`src/design/ovx_consts.svh`:
```
`ifndef OVX_CONSTS_SVH
`define OVX_CONSTS_SVH
// ----------------------------------------
// Register offsets
// ----------------------------------------
`define OVX_REG_CTRL      8'h00
`define OVX_REG_PICKUP    8'h04
`define OVX_REG_ALARM_DLY 8'h08
`define OVX_REG_DEF_DLY   8'h0c
`define OVX_REG_TMULT     8'h10
`define OVX_REG_RELEASE   8'h14
`define OVX_REG_FNOM      8'h18
`define OVX_REG_STATUS    8'h1c
`define OVX_REG_EXP_TIME  8'h20
`define OVX_REG_REMAIN    8'h24
`define OVX_REG_NOM_VHZ   8'h28
`define OVX_REG_MEAS_VHZ  8'h2c
`define OVX_REG_RATIO     8'h30
// ----------------------------------------
// Control fields
// ----------------------------------------
`define OVX_CTRL_TYPE     1:0
`define OVX_CTRL_DLYREL   2
`define OVX_CTRL_TMRRST   3
`define OVX_CTRL_CONT     4
`define OVX_CTRL_EXP      11:8
// ----------------------------------------
// Reset values and scaling
// ----------------------------------------
`define OVX_RST_PICKUP    16'h01f4
`define OVX_RST_ALARM     19'h00008
`define OVX_RST_DEF       19'h00008
`define OVX_RST_TMULT     16'h0001
`define OVX_RST_RELEASE   19'h0000c
`define OVX_RST_FNOM      16'hc350
`define OVX_RST_EXP       4'h1
`define OVX_PU_ONE        48'h0000_0000_2710
`define OVX_RESET_PCT     48'h0000_0000_0061
`define OVX_HUNDRED       48'h0000_0000_0064
`define OVX_TEN           48'h0000_0000_000a
`define OVX_THOUSAND      48'h0000_0000_03e8
`define OVX_MILLION       48'h0000_000f_4240
`define OVX_K_SCALE       48'h0000_0000_0024
`define OVX_Q_MAX         48'h0000_0225_5100
`define OVX_T_MAX         19'h57e40
`define OVX_TICK_NS       5000000
`define OVX_CLK_NS        8
`define OVX_TICK_MIN      1024
`define OVX_DIV_LAST      6'h30
`define OVX_OP_INV        5'h4
`endif

```
`src/design/ovx_pkg.sv`:
```
package ovx_pkg;
   typedef enum logic [3:0] {
      ENG_IDLE = 4'b0001,
      ENG_LOAD = 4'b0010,
      ENG_DIV  = 4'b0100,
      ENG_EVAL = 4'b1000
   } eng_state_t;
   typedef enum logic [1:0] {
      DLY_DT   = 2'h0,
      DLY_INV  = 2'h1,
      DLY_BOTH = 2'h2
   } delay_type_t;
   typedef enum logic [2:0] {
      COND_NORMAL  = 3'h0,
      COND_START   = 3'h1,
      COND_ALARM   = 3'h2,
      COND_TRIP    = 3'h3,
      COND_BLOCKED = 3'h4
   } cond_t;
   typedef struct packed {
      logic [1:0]  delay_type;
      logic        delayed_release;
      logic        timer_rst_after_rel;
      logic        continue_timing;
      logic [3:0]  inverse_exponent;
      logic [15:0] pickup;
      logic [18:0] alarm_delay;
      logic [18:0] definite_delay;
      logic [15:0] time_multiplier;
      logic [18:0] release_time;
      logic [15:0] fnom;
   } settings_t;
   typedef struct packed {
      logic [15:0] v12;
      logic [15:0] v23;
      logic [15:0] v31;
      logic [15:0] freq;
   } meas_t;
endpackage

```
`src/design/overexcitation_stage.sv`:
```
// Function
// RULE1 - Pick up above nominal plus percentage
// RULE2 - Drop out below 97 percent threshold
// RULE3 - Ratio computed and compared every evaluation
// RULE4 - Alarm after separate definite delay
// RULE5 - Delay type selects DT, inverse, both
// RULE6 - Multiplier used only in inverse modes
// RULE7 - Fixed definite delay in DT modes
// RULE8 - Inverse time formula with exponent
// RULE9 - Start only when not blocked
// RULE10 - Release time holds start for timers
// RULE11 - Delayed release chooses start clearing
// RULE12 - Timer reset after release option
// RULE13 - Timer continues during release option
// RULE14 - No trip unless pick-up returns
// RULE15 - Default 60 ms release, timer held
// RULE16 - Read-only status code
// RULE17 - Expected operating time reported
// RULE18 - Signed remaining time reported
// RULE19 - Nominal, measured and relative ratio reported
// RULE20 - Ratio uses largest phase-to-phase voltage
// RULE21 - Front end updates every 5 ms
// RULE22 - Blocked at pick-up stops timing
// RULE23 - Everything evaluated once per tick
// RULE24 - Combined mode trips on formula time; the code trips on definite delay plus formula time
`timescale 1ns/1ps
`include "ovx_consts.svh"
module overexcitation_stage #(
   parameter int TICK_CYCLES = `OVX_TICK_NS / `OVX_CLK_NS
) (
   input  wire logic             pclk,     // APB clock, 125 MHz
   input  wire logic             presetn,  // Async reset, active low
   input  wire logic             psel,     // APB select
   input  wire logic             penable,  // APB enable
   input  wire logic             pwrite,   // APB direction
   input  wire logic [7:0]       paddr,    // APB byte address
   input  wire logic [31:0]      pwdata,   // APB write data
   output logic      [31:0]      prdata,   // APB read data
   output logic                  pready,   // APB ready
   output logic                  pslverr,  // APB error, unmapped
   input  wire ovx_pkg::meas_t   meas,     // RMS voltages and frequency
   input  wire logic             block_in, // Blocking pin
   output logic                  start,    // Start output
   output logic                  alarm,    // Alarm output
   output logic                  trip,     // Trip output
   output logic                  blocked   // Blocked output
);
   generate
      if (TICK_CYCLES < `OVX_TICK_MIN)
      begin : g_chk
         $error("TICK_CYCLES too small for the ratio engine");
      end
   endgenerate

   localparam int TW = $clog2(TICK_CYCLES);

   ovx_pkg::settings_t  cfg;
   ovx_pkg::eng_state_t state;
   logic [TW-1:0] tick_cnt;
   logic          tick;
   logic [2:0]    blk_sync;
   logic          block_s;
   logic [15:0]   vmax;
   logic [15:0]   freq;
   logic [4:0]    op_idx;
   logic [5:0]    step;
   logic [47:0]   dvd;
   logic [47:0]   dvs;
   logic [48:0]   rem;
   logic [48:0]   rem_sh;
   logic [47:0]   op_dvd;
   logic [47:0]   op_dvs;
   logic [47:0]   res_q;
   logic [4:0]    last_op;
   logic [15:0]   nom_vhz;
   logic [15:0]   meas_vhz;
   logic [15:0]   ratio;
   logic [31:0]   pu;
   logic [31:0]   x_over;
   logic [47:0]   q;
   logic [18:0]   inv_time;
   logic          eval;
   logic          eval_d;
   logic          picked;
   logic          eff;
   logic [18:0]   rel_cnt;
   logic [18:0]   op_cnt;
   logic [18:0]   alm_cnt;
   logic [2:0]    status;
   logic [18:0]   exp_time;
   logic [31:0]   remain;
   logic          next_picked;
   logic          next_blk;
   logic          next_eff;
   logic [18:0]   next_rel_cnt;
   logic          releasing;
   logic          next_start;
   logic [18:0]   next_op_cnt;
   logic [18:0]   next_alm_cnt;
   logic          next_alarm;
   logic          next_trip;
   logic [18:0]   op_time;
   logic [19:0]   both_time;
   logic [47:0]   thr;

   // ----------------------------------------
   // Processing tick and blocking input
   // ----------------------------------------
   always_ff @(posedge pclk or negedge presetn)
   begin
      if (!presetn)
      begin
         tick_cnt <= '0;
         tick     <= 1'b0;
      end
      else if (tick_cnt == TW'(TICK_CYCLES - 1))
      begin
         tick_cnt <= '0;
         tick     <= 1'b1;
      end
      else
      begin
         tick_cnt <= tick_cnt + 1'b1;
         tick     <= 1'b0;
      end
   end

   // Pin from another domain: third stage confirms the second
   always_ff @(posedge pclk or negedge presetn)
   begin
      if (!presetn)
      begin
         blk_sync <= 3'h0;
         block_s  <= 1'b0;
      end
      else
      begin
         blk_sync <= {blk_sync[1:0], block_in};
         if (blk_sync[1] == blk_sync[2])
            block_s <= blk_sync[2];
      end
   end

   // ----------------------------------------
   // Ratio engine: one shared serial divider
   // ----------------------------------------
   assign last_op = `OVX_OP_INV + {1'b0, cfg.inverse_exponent};
   assign x_over  = (48'(pu) > `OVX_PU_ONE) ? (pu - 32'(`OVX_PU_ONE)) : 32'h0;
   assign rem_sh  = {rem[47:0], dvd[47]};

   always_comb
   begin
      op_dvd = q;
      op_dvs = `OVX_HUNDRED;
      unique case (op_idx)
         5'h0:
         begin
            op_dvd = `OVX_MILLION;
            op_dvs = 48'(cfg.fnom);
         end
         5'h1:
         begin
            op_dvd = 48'(vmax) * `OVX_THOUSAND; // RULE3
            op_dvs = 48'(freq);
         end
         5'h2:
         begin
            op_dvd = 48'(vmax) * 48'(cfg.fnom) * `OVX_TEN;
            op_dvs = 48'(freq);
         end
         5'h3:
         begin
            op_dvd = 48'(vmax) * 48'(cfg.fnom);
            op_dvs = 48'(freq);
         end
         default:
         begin
            // Divide by (pu - 1) once per exponent step, then descale
            if (op_idx != last_op)
            begin
               op_dvd = q * `OVX_PU_ONE; // RULE8
               op_dvs = 48'(x_over);
            end
         end
      endcase
   end

   // Zero divisor gives all ones, which the clamps turn into maximum
   assign res_q = dvd;

   always_ff @(posedge pclk or negedge presetn)
   begin
      if (!presetn)
      begin
         state  <= ovx_pkg::ENG_IDLE;
         op_idx <= 5'h0;
         step   <= 6'h0;
         dvd    <= '0;
         dvs    <= '0;
         rem    <= '0;
         eval   <= 1'b0;
      end
      else
      begin
         eval <= 1'b0;
         unique case (state)
            ovx_pkg::ENG_IDLE:
               if (tick) // RULE23
               begin
                  op_idx <= 5'h0;
                  state  <= ovx_pkg::ENG_LOAD;
               end
            ovx_pkg::ENG_LOAD:
            begin
               dvd   <= op_dvd;
               dvs   <= op_dvs;
               rem   <= '0;
               step  <= 6'h0;
               state <= ovx_pkg::ENG_DIV;
            end
            ovx_pkg::ENG_DIV:
            begin
               if (rem_sh >= {1'b0, dvs})
               begin
                  rem <= rem_sh - {1'b0, dvs};
                  dvd <= {dvd[46:0], 1'b1};
               end
               else
               begin
                  rem <= rem_sh;
                  dvd <= {dvd[46:0], 1'b0};
               end
               step <= step + 1'b1;
               if (step == `OVX_DIV_LAST)
               begin
                  op_idx <= op_idx + 1'b1;
                  state  <= (op_idx == last_op) ? ovx_pkg::ENG_EVAL : ovx_pkg::ENG_LOAD;
               end
            end
            ovx_pkg::ENG_EVAL:
            begin
               eval  <= 1'b1;
               state <= ovx_pkg::ENG_IDLE;
            end
         endcase
      end
   end

   // Capture reads dvd before the extra final shift disturbs it
   always_ff @(posedge pclk or negedge presetn)
   begin
      if (!presetn)
      begin
         vmax     <= 16'h0;
         freq     <= 16'h0;
         q        <= '0;
         nom_vhz  <= 16'h0;
         meas_vhz <= 16'h0;
         ratio    <= 16'h0;
         pu       <= 32'h0;
         inv_time <= 19'h0;
      end
      else if (state == ovx_pkg::ENG_IDLE && tick)
      begin
         // Largest phase-to-phase voltage, sampled with frequency
         vmax <= (meas.v12 > meas.v23) ? ((meas.v12 > meas.v31) ? meas.v12 : meas.v31)
                                       : ((meas.v23 > meas.v31) ? meas.v23 : meas.v31); // RULE20
         freq <= meas.freq;
         q    <= 48'(cfg.time_multiplier) * `OVX_K_SCALE; // RULE8
      end
      else if (state == ovx_pkg::ENG_DIV && step == `OVX_DIV_LAST)
      begin
         unique case (op_idx)
            5'h0: nom_vhz  <= (res_q > 48'hffff) ? 16'hffff : res_q[15:0]; // RULE19
            5'h1: meas_vhz <= (res_q > 48'hffff) ? 16'hffff : res_q[15:0]; // RULE19
            5'h2: pu       <= (res_q > 48'hffff_ffff) ? 32'hffff_ffff : res_q[31:0];
            5'h3: ratio    <= (res_q > 48'hffff) ? 16'hffff : res_q[15:0]; // RULE19
            default:
               if (op_idx == last_op)
                  inv_time <= (res_q > 48'(`OVX_T_MAX)) ? `OVX_T_MAX : res_q[18:0];
               else
                  q <= (res_q > `OVX_Q_MAX) ? `OVX_Q_MAX : res_q;
         endcase
      end
   end

   // ----------------------------------------
   // Comparator, release and timers
   // ----------------------------------------
   assign thr = `OVX_PU_ONE + 48'(cfg.pickup); // RULE1

   always_comb
   begin
      if (picked)
         next_picked = !(48'(pu) * `OVX_HUNDRED < thr * `OVX_RESET_PCT); // RULE2
      else
         next_picked = 48'(pu) > thr; // RULE1
      // Blocked at pick-up moment stays blocked for the whole event
      next_blk = next_picked & (picked ? blocked : block_s); // RULE22
      next_eff = next_picked & !next_blk & !block_s; // RULE9
      if (next_eff)
         next_rel_cnt = 19'h0;
      else if (eff)
         next_rel_cnt = cfg.release_time; // RULE10
      else if (rel_cnt != 19'h0)
         next_rel_cnt = rel_cnt - 1'b1;
      else
         next_rel_cnt = 19'h0;
      releasing  = !next_eff & (next_rel_cnt != 19'h0);
      // A blocked pick-up must not revive a release hold
      next_start = !next_blk & (next_eff | (releasing & cfg.delayed_release)); // RULE11
      if (next_eff || (releasing && cfg.continue_timing)) // RULE13
         next_op_cnt = (op_cnt == `OVX_T_MAX) ? op_cnt : op_cnt + 1'b1;
      else if (releasing && cfg.timer_rst_after_rel) // RULE15
         next_op_cnt = op_cnt;
      else
         next_op_cnt = 19'h0; // RULE12
      next_alm_cnt = !next_eff ? 19'h0 : ((alm_cnt == `OVX_T_MAX) ? alm_cnt : alm_cnt + 1'b1);
      next_alarm   = next_eff & (next_alm_cnt > cfg.alarm_delay); // RULE4
      both_time    = {1'b0, cfg.definite_delay} + {1'b0, inv_time};
      unique case (cfg.delay_type) // RULE5
         ovx_pkg::DLY_DT:   op_time = cfg.definite_delay; // RULE7
         ovx_pkg::DLY_INV:  op_time = inv_time; // RULE6
         ovx_pkg::DLY_BOTH: op_time = (both_time > 20'(`OVX_T_MAX)) ? `OVX_T_MAX
                                                                   : both_time[18:0]; // RULE24
         default:           op_time = cfg.definite_delay;
      endcase
      // Pick-up must be present, not just the release hold
      next_trip = next_eff & (next_op_cnt > op_time); // RULE14
   end

   always_ff @(posedge pclk or negedge presetn)
   begin
      if (!presetn)
      begin
         picked   <= 1'b0;
         eff      <= 1'b0;
         rel_cnt  <= 19'h0;
         op_cnt   <= 19'h0;
         alm_cnt  <= 19'h0;
         start    <= 1'b0;
         alarm    <= 1'b0;
         trip     <= 1'b0;
         blocked  <= 1'b0;
         status   <= 3'h0;
         exp_time <= 19'h0;
         remain   <= 32'h0;
         eval_d   <= 1'b0;
      end
      else
      begin
         eval_d <= eval;
         if (eval) // RULE23
         begin
            picked   <= next_picked;
            eff      <= next_eff;
            rel_cnt  <= next_rel_cnt;
            op_cnt   <= next_op_cnt;
            alm_cnt  <= next_alm_cnt;
            start    <= next_start; // RULE9
            alarm    <= next_alarm;
            trip     <= next_trip;
            blocked  <= next_blk;
            exp_time <= op_time; // RULE17
            remain   <= 32'(op_time) - 32'(next_op_cnt); // RULE18
            if (next_blk)
               status <= ovx_pkg::COND_BLOCKED; // RULE16
            else if (next_trip)
               status <= ovx_pkg::COND_TRIP;
            else if (next_alarm)
               status <= ovx_pkg::COND_ALARM;
            else if (next_start)
               status <= ovx_pkg::COND_START;
            else
               status <= ovx_pkg::COND_NORMAL;
         end
      end
   end

   // ----------------------------------------
   // APB slave, no wait states
   // ----------------------------------------
   always_ff @(posedge pclk or negedge presetn)
   begin
      if (!presetn)
      begin
         pready  <= 1'b0;
         pslverr <= 1'b0;
         prdata  <= 32'h0;
      end
      else
      begin
         pready  <= psel & !penable;
         pslverr <= 1'b0;
         prdata  <= 32'h0;
         if (psel && !penable)
         begin
            unique case (paddr)
               `OVX_REG_CTRL:      prdata <= {20'h0, cfg.inverse_exponent, 3'h0,
                                              cfg.continue_timing, cfg.timer_rst_after_rel,
                                              cfg.delayed_release, cfg.delay_type};
               `OVX_REG_PICKUP:    prdata <= 32'(cfg.pickup);
               `OVX_REG_ALARM_DLY: prdata <= 32'(cfg.alarm_delay);
               `OVX_REG_DEF_DLY:   prdata <= 32'(cfg.definite_delay);
               `OVX_REG_TMULT:     prdata <= 32'(cfg.time_multiplier);
               `OVX_REG_RELEASE:   prdata <= 32'(cfg.release_time);
               `OVX_REG_FNOM:      prdata <= 32'(cfg.fnom);
               `OVX_REG_STATUS:    prdata <= 32'(status); // RULE16
               `OVX_REG_EXP_TIME:  prdata <= 32'(exp_time); // RULE17
               `OVX_REG_REMAIN:    prdata <= remain; // RULE18
               `OVX_REG_NOM_VHZ:   prdata <= 32'(nom_vhz);
               `OVX_REG_MEAS_VHZ:  prdata <= 32'(meas_vhz);
               `OVX_REG_RATIO:     prdata <= 32'(ratio);
               default:            pslverr <= 1'b1;
            endcase
         end
      end
   end

   // Read-only offsets ignore writes
   always_ff @(posedge pclk or negedge presetn)
   begin
      if (!presetn)
      begin
         cfg.delay_type          <= ovx_pkg::DLY_DT;
         cfg.delayed_release     <= 1'b1;
         cfg.timer_rst_after_rel <= 1'b1;
         cfg.continue_timing     <= 1'b0;
         cfg.inverse_exponent    <= `OVX_RST_EXP;
         cfg.pickup              <= `OVX_RST_PICKUP;
         cfg.alarm_delay         <= `OVX_RST_ALARM;
         cfg.definite_delay      <= `OVX_RST_DEF;
         cfg.time_multiplier     <= `OVX_RST_TMULT;
         cfg.release_time        <= `OVX_RST_RELEASE; // RULE15
         cfg.fnom                <= `OVX_RST_FNOM;
      end
      else if (psel && penable && pready && pwrite)
      begin
         unique case (paddr)
            `OVX_REG_CTRL:
            begin
               cfg.delay_type          <= pwdata[`OVX_CTRL_TYPE];
               cfg.delayed_release     <= pwdata[`OVX_CTRL_DLYREL];
               cfg.timer_rst_after_rel <= pwdata[`OVX_CTRL_TMRRST];
               cfg.continue_timing     <= pwdata[`OVX_CTRL_CONT];
               cfg.inverse_exponent    <= pwdata[`OVX_CTRL_EXP];
            end
            `OVX_REG_PICKUP:    cfg.pickup          <= pwdata[15:0];
            `OVX_REG_ALARM_DLY: cfg.alarm_delay     <= pwdata[18:0];
            `OVX_REG_DEF_DLY:   cfg.definite_delay  <= pwdata[18:0];
            `OVX_REG_TMULT:     cfg.time_multiplier <= pwdata[15:0];
            `OVX_REG_RELEASE:   cfg.release_time    <= pwdata[18:0];
            `OVX_REG_FNOM:      cfg.fnom            <= pwdata[15:0];
            default:
            begin
            end
         endcase
      end
   end
endmodule

```
`config.mk`:
```
export PLATFORM = sky130hd
export DESIGN_NAME = overexcitation_stage
export DESIGN_NICKNAME = d
export VERILOG_FILES = /design/src/design/ovx_pkg.sv /design/src/design/overexcitation_stage.sv
export VERILOG_INCLUDE_DIRS = /design/src /design/src/design
export SDC_FILE = /design/constraint.sdc
export NUM_CORES = 2
export LEC_CHECK = 0
export ABC_AREA = 1
export BUFFER_PORTS_ARGS = -buffer_cell sky130_fd_sc_hd__clkbuf_2
export CORE_MARGIN = 10
export CORE_UTILIZATION = 40
export CTS_CLUSTER_DIAMETER = 80
export DETAILED_ROUTE_END_ITERATION = 16
export PLACE_DENSITY = 0.61
export SYNTH_ARGS = -nofsm -noshare
export SYNTH_HDL_FRONTEND = slang
export SYNTH_SLANG_ARGS = --single-unit
```
`constraint.sdc`:
```
create_clock -name pclk -period 11.1 [get_ports pclk]
set_input_delay 2.22 -clock pclk [delete_from_list [all_inputs] [get_ports pclk]]
set_output_delay 2.22 -clock pclk [all_outputs]
set_load 0.02 [all_outputs]
```
== Word level (Yosys, flattened, before mapping) ==
Index checks and enable logic that the tools add are counted.

* Register bits after elaboration: 629
* Input bits: 110
* Output and inout port bits: 38

* Add/subtract/negate cells: 12
* $mul: 7
* $lt $le $gt $ge: 14
* Equality and inequality tests: 32
* Mux-type cells: 51
* Bitwise logic cells: 12
* Reduce and logical (&&, ||, !) cells: 39

{| class="wikitable"
|+ Operators by type and width
! cell !! number
|-
| 32-bit case mux with 13 select lines || 1
|-
| 48-bit 2-to-1 mux || 7
|-
| 48-bit case mux with 2 select lines || 2
|-
| 48-bit case mux with 4 select lines || 1
|-
| 19-bit 2-to-1 mux || 10
|-
| 32-bit 2-to-1 mux || 4
|-
| 16-bit 2-to-1 mux || 4
|-
| 32-bit case mux with 2 select lines || 1
|-
| 49-bit by 48-bit greater-or-equal comparator with 1-bit output || 1
|-
| 16-bit > comparator || 3
|-
| 48-bit by 16-bit > comparator with 1-bit output, second input constant || 1
|-
| 48-bit by 19-bit > comparator with 1-bit output, second input constant || 1
|-
| 48-bit by 26-bit > comparator with 1-bit output, second input constant || 1
|-
| 48-bit by 32-bit > comparator with 1-bit output, second input constant || 1
|-
| 48-bit by 10-bit multiplier with 44-bit output, second input constant || 1
|-
| 48-bit subtractor || 1
|-
| 8-bit by 6-bit equality test with 1-bit output, second input constant || 5
|-
| 39-bit by 24-bit less-than comparator with 1-bit output || 1
|-
| 19-bit by 1-bit adder with 19-bit output, second input constant || 2
|-
| 19-bit equality test, second input constant || 2
|-
| 19-bit > comparator || 2
|-
| 19-bit case mux with 2 select lines || 1
|-
| 19-bit nonzero test || 2
|-
| 32-bit by 5-bit multiplier with 37-bit output, second input constant || 1
|-
| 59 further kinds || 111
|}

== Longest topological paths before layout ==
* Depth after elaboration: 19
* Depth in mapped cells: 69

== Least setup slack after synthesis ==
OpenSTA, ideal clock, no wires.

* Kind: reg-to-reg
* From: register cfg[94] (netlist bit)
* To: register status[0]
* Setup time: 0.117 ns
* Arrival time: 8.771 ns
* Required time: 10.983 ns
* Slack: 2.212 ns
* Stages on the path, launching flop included: 68
* Clock period less this slack: 8.888 ns
* Cells stage by stage: dfstp_2 ha_1 nand3_2 xor2_1 inv_1 ha_1 ha_1 ha_1 inv_1 fa_1 inv_1 ha_1 nand2_1 inv_1 nand3_1 o211ai_1 a21oi_1 o21bai_1 [32 not listed] nand2_1 nand2_1 nand2_1 a21oi_1 o21ai_0 a21oi_1 inv_1 nand2_1 o211ai_1 a31oi_1 o21ai_0 nand2_1 nand2_1 nor2_1 inv_1 nand2_1 nand2_1 nand2_1

* Longest elaborated chain between the ends: 19
* Elaborated cells on any way between the ends: 31
* Classes of those cells: add/sub (1); mul (1); order compare (4); mux (9); bitwise (9); reduce/logical (7)

{| class="wikitable"
|+ RTL lines
! element !! line !! source
|-
| from (decl) || overexcitation_stage.sv:57 || <nowiki>ovx_pkg::settings_t cfg;</nowiki>
|-
| 14-bit by 16-bit adder with 17-bit output (no source line) (*) || - ||
|-
| 17-bit by 7-bit multiplier with 24-bit output (no source line) || - ||
|-
| 39-bit by 24-bit less-than comparator with 1-bit output (no source line) || - ||
|-
| 1-bit logical NOT || overexcitation_stage.sv:295 || <nowiki>next_picked = !(48'(pu) * `OVX_HUNDRED < thr * `OVX_RESET_PCT);</nowiki>
|-
| 1-bit 2-to-1 mux (*) || overexcitation_stage.sv:294 || <nowiki>if (picked)</nowiki>
|-
| 1-bit bitwise AND || overexcitation_stage.sv:299 || <nowiki>next_blk = next_picked & (picked ? blocked : block_s);</nowiki>
|-
| 1-bit logical NOT || overexcitation_stage.sv:300 || <nowiki>next_eff = next_picked & !next_blk & !block_s;</nowiki>
|-
| 1-bit bitwise AND (*) (2 in series) || overexcitation_stage.sv:300 ||
|-
| [3 not listed] || - ||
|-
| 1-bit logical AND (on tied branches) || overexcitation_stage.sv:314, overexcitation_stage.sv:312 ||
|-
| 19-bit 2-to-1 mux / 1-bit logical OR (equally long branches) || overexcitation_stage.sv:314, overexcitation_stage.sv:312 ||
|-
| 19-bit 2-to-1 mux (*) || overexcitation_stage.sv:312 || <nowiki>if (next_eff || (releasing && cfg.continue_timing))</nowiki>
|-
| named net next_op_cnt[0] || overexcitation_stage.sv:98 || <nowiki>logic [18:0] next_op_cnt;</nowiki>
|-
| 19-bit > comparator (*) || overexcitation_stage.sv:329 || <nowiki>next_trip = next_eff & (next_op_cnt > op_time);</nowiki>
|-
| 1-bit bitwise AND (*) || overexcitation_stage.sv:329 ||
|-
| 2-bit 2-to-1 mux (*) || overexcitation_stage.sv:368 || <nowiki>else if (next_trip)</nowiki>
|-
| 3-bit 2-to-1 mux (*) || overexcitation_stage.sv:366 || <nowiki>if (next_blk)</nowiki>
|-
| to (signal assigned) || overexcitation_stage.sv:367 || <nowiki>status <= ovx_pkg::COND_BLOCKED;</nowiki>
|-
| to (signal assigned) || overexcitation_stage.sv:369 || <nowiki>status <= ovx_pkg::COND_TRIP;</nowiki>
|-
| to (signal assigned) || overexcitation_stage.sv:371 || <nowiki>status <= ovx_pkg::COND_ALARM;</nowiki>
|-
| to (decl) || overexcitation_stage.sv:89 || <nowiki>logic [2:0] status;</nowiki>
|}

The timed path passes the listed nets; every way through them passes the cells marked *.
A chain may end at the register's enable or synchronous reset.

== Final worst setup path ==
Same ends and word-level chain as after synthesis.

==> metrics <==
Crit. Startpoint=cfg[94]$_DFFE_PN1P_; Syn Inst Count=8215; Initial Utilization=40.2%; FF+latch count, synth=588; CP Class=reg2reg; Final HPWL DP=162000 um; Finish-stage setup viols=0; min-delay src=blk_sync[0]$_DFF_PN0_; Vias/cell=5.35; reg2reg start=cfg[94]$_DFFE_PN1P_; CTS H-Tree Depth=3; # fillers=15700; Setup crit start kind=flop; Die H=414 um; clk buf depth=3; initial antenna violation count=13; pre-CTS setup slack=0.518 ns; PD cells=87.0 nW/um^2; CP Data Arrival Time=10.78 ns; Via Count=55400; clock slew at reported path FFs=0.06 ns; Achievable Freq=0.0980 GHz; number of port buffers=134; syn avg cell area=7.54 sq um; num ports=148; layout cells sized above 1=5.56%; core area=154000 sq um; Worst Clk Skew=0.0387 ns; Seq pwr share=39.0%; number of iterations in the first detailed-routing pass=6; Routed WL=205000 um; CTS tree=done; DIE WIDTH=414 um; element type at the critical path end=flop; Placement Cell Area=64800 sq um; slowest cell delay on critical path=0.59 ns; cts bufs inserted=75; CP max stage cell=dfstp_2; CTS Sinks=588; Slew headroom=14.6%; P_leak=36.2 nW; Yosys cell types=68; Async SR Flop Fraction=100%; GRT Util Overall=23.8%; worst min-delay path class=reg2reg; max cap viols=0; Period minus WS final=10.20 ns; Yosys Warn Count=0; largest net degree at the start of global routing=153; non-filler cells in the finished layout=10400; CP most frequent cell=nand2_1; vias in the first global route=54200; fin worst setup slack=0.897 ns; Worst Tran Pin Value=1.28 ns; combinational power share=16.3%; cts hold-fix bufs=0; status=finished, final reports clean; final max-slew violation count=0; Net Sw Power=0.00179 W; num rows=144; Starting DRT DRC Count=5049; Post-DRT Antenna Nets=0; mean routed wirelength per cell=19.8 um; Final Hold Vio Count=0; period utilisation layout=91.9%; nets=9509; routability cong.=0.971; synthesized net count=9477; TNS Setup=0 ns; Main synth FF type=dfrtp_1; Design Area, Final=67500 sq um; placed cell count=10200; Power Internal=0.00408 W; clock latency on the worst-skew pair=0.72 ns; worst vdd ir=0.000111 V; grt total ovfl=0; sw frac=30.5%; maximum fanout along the worst path=21; Clock Power Share=44.7%; EDFF count, synth=0; root buf cell=clkbuf_16; Synth Cell Area=62000 sq um; DR DRC count=0; first-pass GRT wire length=319000 um; Syn-to-layout area delta=8.91%; die area=171000 sq um; Seq/Total Area, Yosys=23.8%; WP data required=11.68 ns
## power by group through the flow
stage | Clock (W) | Combinational [W] | Sequential [W]
floorplan | 0 | 0.000686 | 0.00231
global placement | 0 | 0.000940 | 0.00232
detailed placement | 0 | 0.000954 | 0.00232
CTS | 0.00267 | 0.000958 | 0.00229
global route | 0.00275 | 0.00111 | 0.00230
finish | 0.00263 | 0.000960 | 0.00229
## Yosys cell counts, types with 30 or more instances
library cell  instances  share of area [%]
nand2_1            1717                 10
inv_1              1662                 10
ha_1                757                 15
o21ai_0             595                4.8
dfrtp_1             567                 23
a21oi_1             499                4.0
nor2_1              466                2.8
fa_1                395                 13
nand3_1             244                2.0
clkbuf_1            211                1.3
xor2_1              176                2.5
nor3_1              102               0.82
xnor2_1              71                1.0
nand4_1              67               0.68
a221oi_1             64               0.90
a31oi_1              57               0.58
o22ai_1              52               0.52
o211ai_1             42               0.51
o221ai_1             33               0.47
nor4_1               31               0.31
or2_2                30               0.30
## sequential cells by signal, summed over array words and instances (netlist names), 19 cells and up
signal    cells
alm_cnt      19
cfg         114
dvd          48
dvs          32
exp_time     19
inv_time     19
op_cnt       19
prdata       20
pu           32
q            48
rel_cnt      19
rem          48
remain       20
tick_cnt     20
## area by class of cell
class / instances / area (sq um) / share of cell area (%)
Clock inverter: 42 / 498 / 0.738
Timing Repair Buffer: 220 / 1340 / 1.98
Tap cell: 2044 / 2560 / 3.79
Antenna cell: 2 / 5.00 / 0.00741
Inverter: 1675 / 6290 / 9.31
Clock buffer: 96 / 2110 / 3.12
Sequential cell: 588 / 14700 / 21.8
Multi-Input combinational cell: 5687 / 40000 / 59.2
## metal layers
metal | vias up | track usage (%) | part of all wire, %
met5 | - | 0 | 0.032
met4 | 10 | 7.73 | 3.6
met3 | 341 | 4.86 | 7.8
met2 | 1843 | 37.1 | 44
met1 | 26700 | 32.8 | 44
li1 | 26500 | - | -
## per-stage QoR
stage / util (%) / power, W / hold WS [ns]
2_1_floorplan: - / 0.00299 / 0.331
3_3_place_gp: 42.1 / 0.00326 / 0.335
3_5_place_dp: 42.1 / 0.00328 / 0.337
4_1_cts: 43.8 / 0.00592 / 0.350
5_1_grt: 43.8 / 0.00615 / 0.355
6_report: 43.8 / 0.00588 / 0.348
## critical path: cells and delay by family, from the launching register on
kind	cells	cell delay (ns)
AND/OR/NAND/NOR	32	3.24
adder cells (fa/ha/maj)	9	2.82
AO/OA/AOI/OAI	15	2.12
buffers and inverters	11	0.95
flip-flops	1	0.59
XOR/XNOR	2	0.34
## layout by cell type, fill, tap and decap left out, types with 11 or more instances in the layout
master        n
buf_4        85
a21oi_1     499
nor2_2       12
clkinv_2     14
nor2_1      461
a21o_1       13
a21boi_0     25
o22ai_1      52
ha_1        757
o211ai_1     42
xnor2_1      71
or2_2        30
o21bai_1     27
dfrtp_1     566
a221oi_1     64
nand2_1    1717
a22oi_1      13
o21ai_0     594
nor3_1      100
o21a_1       23
nor4_1       30
dfstp_2      21
a31oi_1      56
clkbuf_8     11
o2111ai_1    17
inv_1      1660
xor2_1      175
o31ai_1      20
inv_2        11
a32o_1       13
a211oi_1     13
fa_1        395
clkbuf_2    133
clkbuf_16    77
nand3_1     241
o221ai_1     33
nand4_1      67
## repair_timing
action                                  4_1_cts  5_1_grt
endpoints found under the setup margin        0        8
buffers inserted                              0        5
resized for setup                             0        8
## logic make-up after synthesis
logic type,count (synthesis),share of synthesized area (%)
flops,588,23.8
fa+ha+maj,1153,28.1
buf+inv,1940,11.9
compound gates,1582,14.9
simple gates,2705,17.9
xor+xnor,247,3.49
## final timing paths
| kind | endpoint | slack, ns | depth (start not counted) |
|---|---|---|---|
| worst min-delay path | blk_sync[1]$_DFF_PN0_ | 0.35 | 0 |
| worst min register to register | blk_sync[1]$_DFF_PN0_ | 0.35 | 0 |
| min in group asynchronous | op_cnt[14]$_DFFE_PN0P_ | 1.58 | 1 |
| worst max-delay path | status[0]$_DFFE_PN0P_ | 0.90 | 69 |
| max in group asynchronous | vmax[2]$_DFFE_PN0P_ | 7.25 | 3 |
| worst max register to register | status[0]$_DFFE_PN0P_ | 0.90 | 69 |
Note: power is estimated with default switching activity, not from simulation.
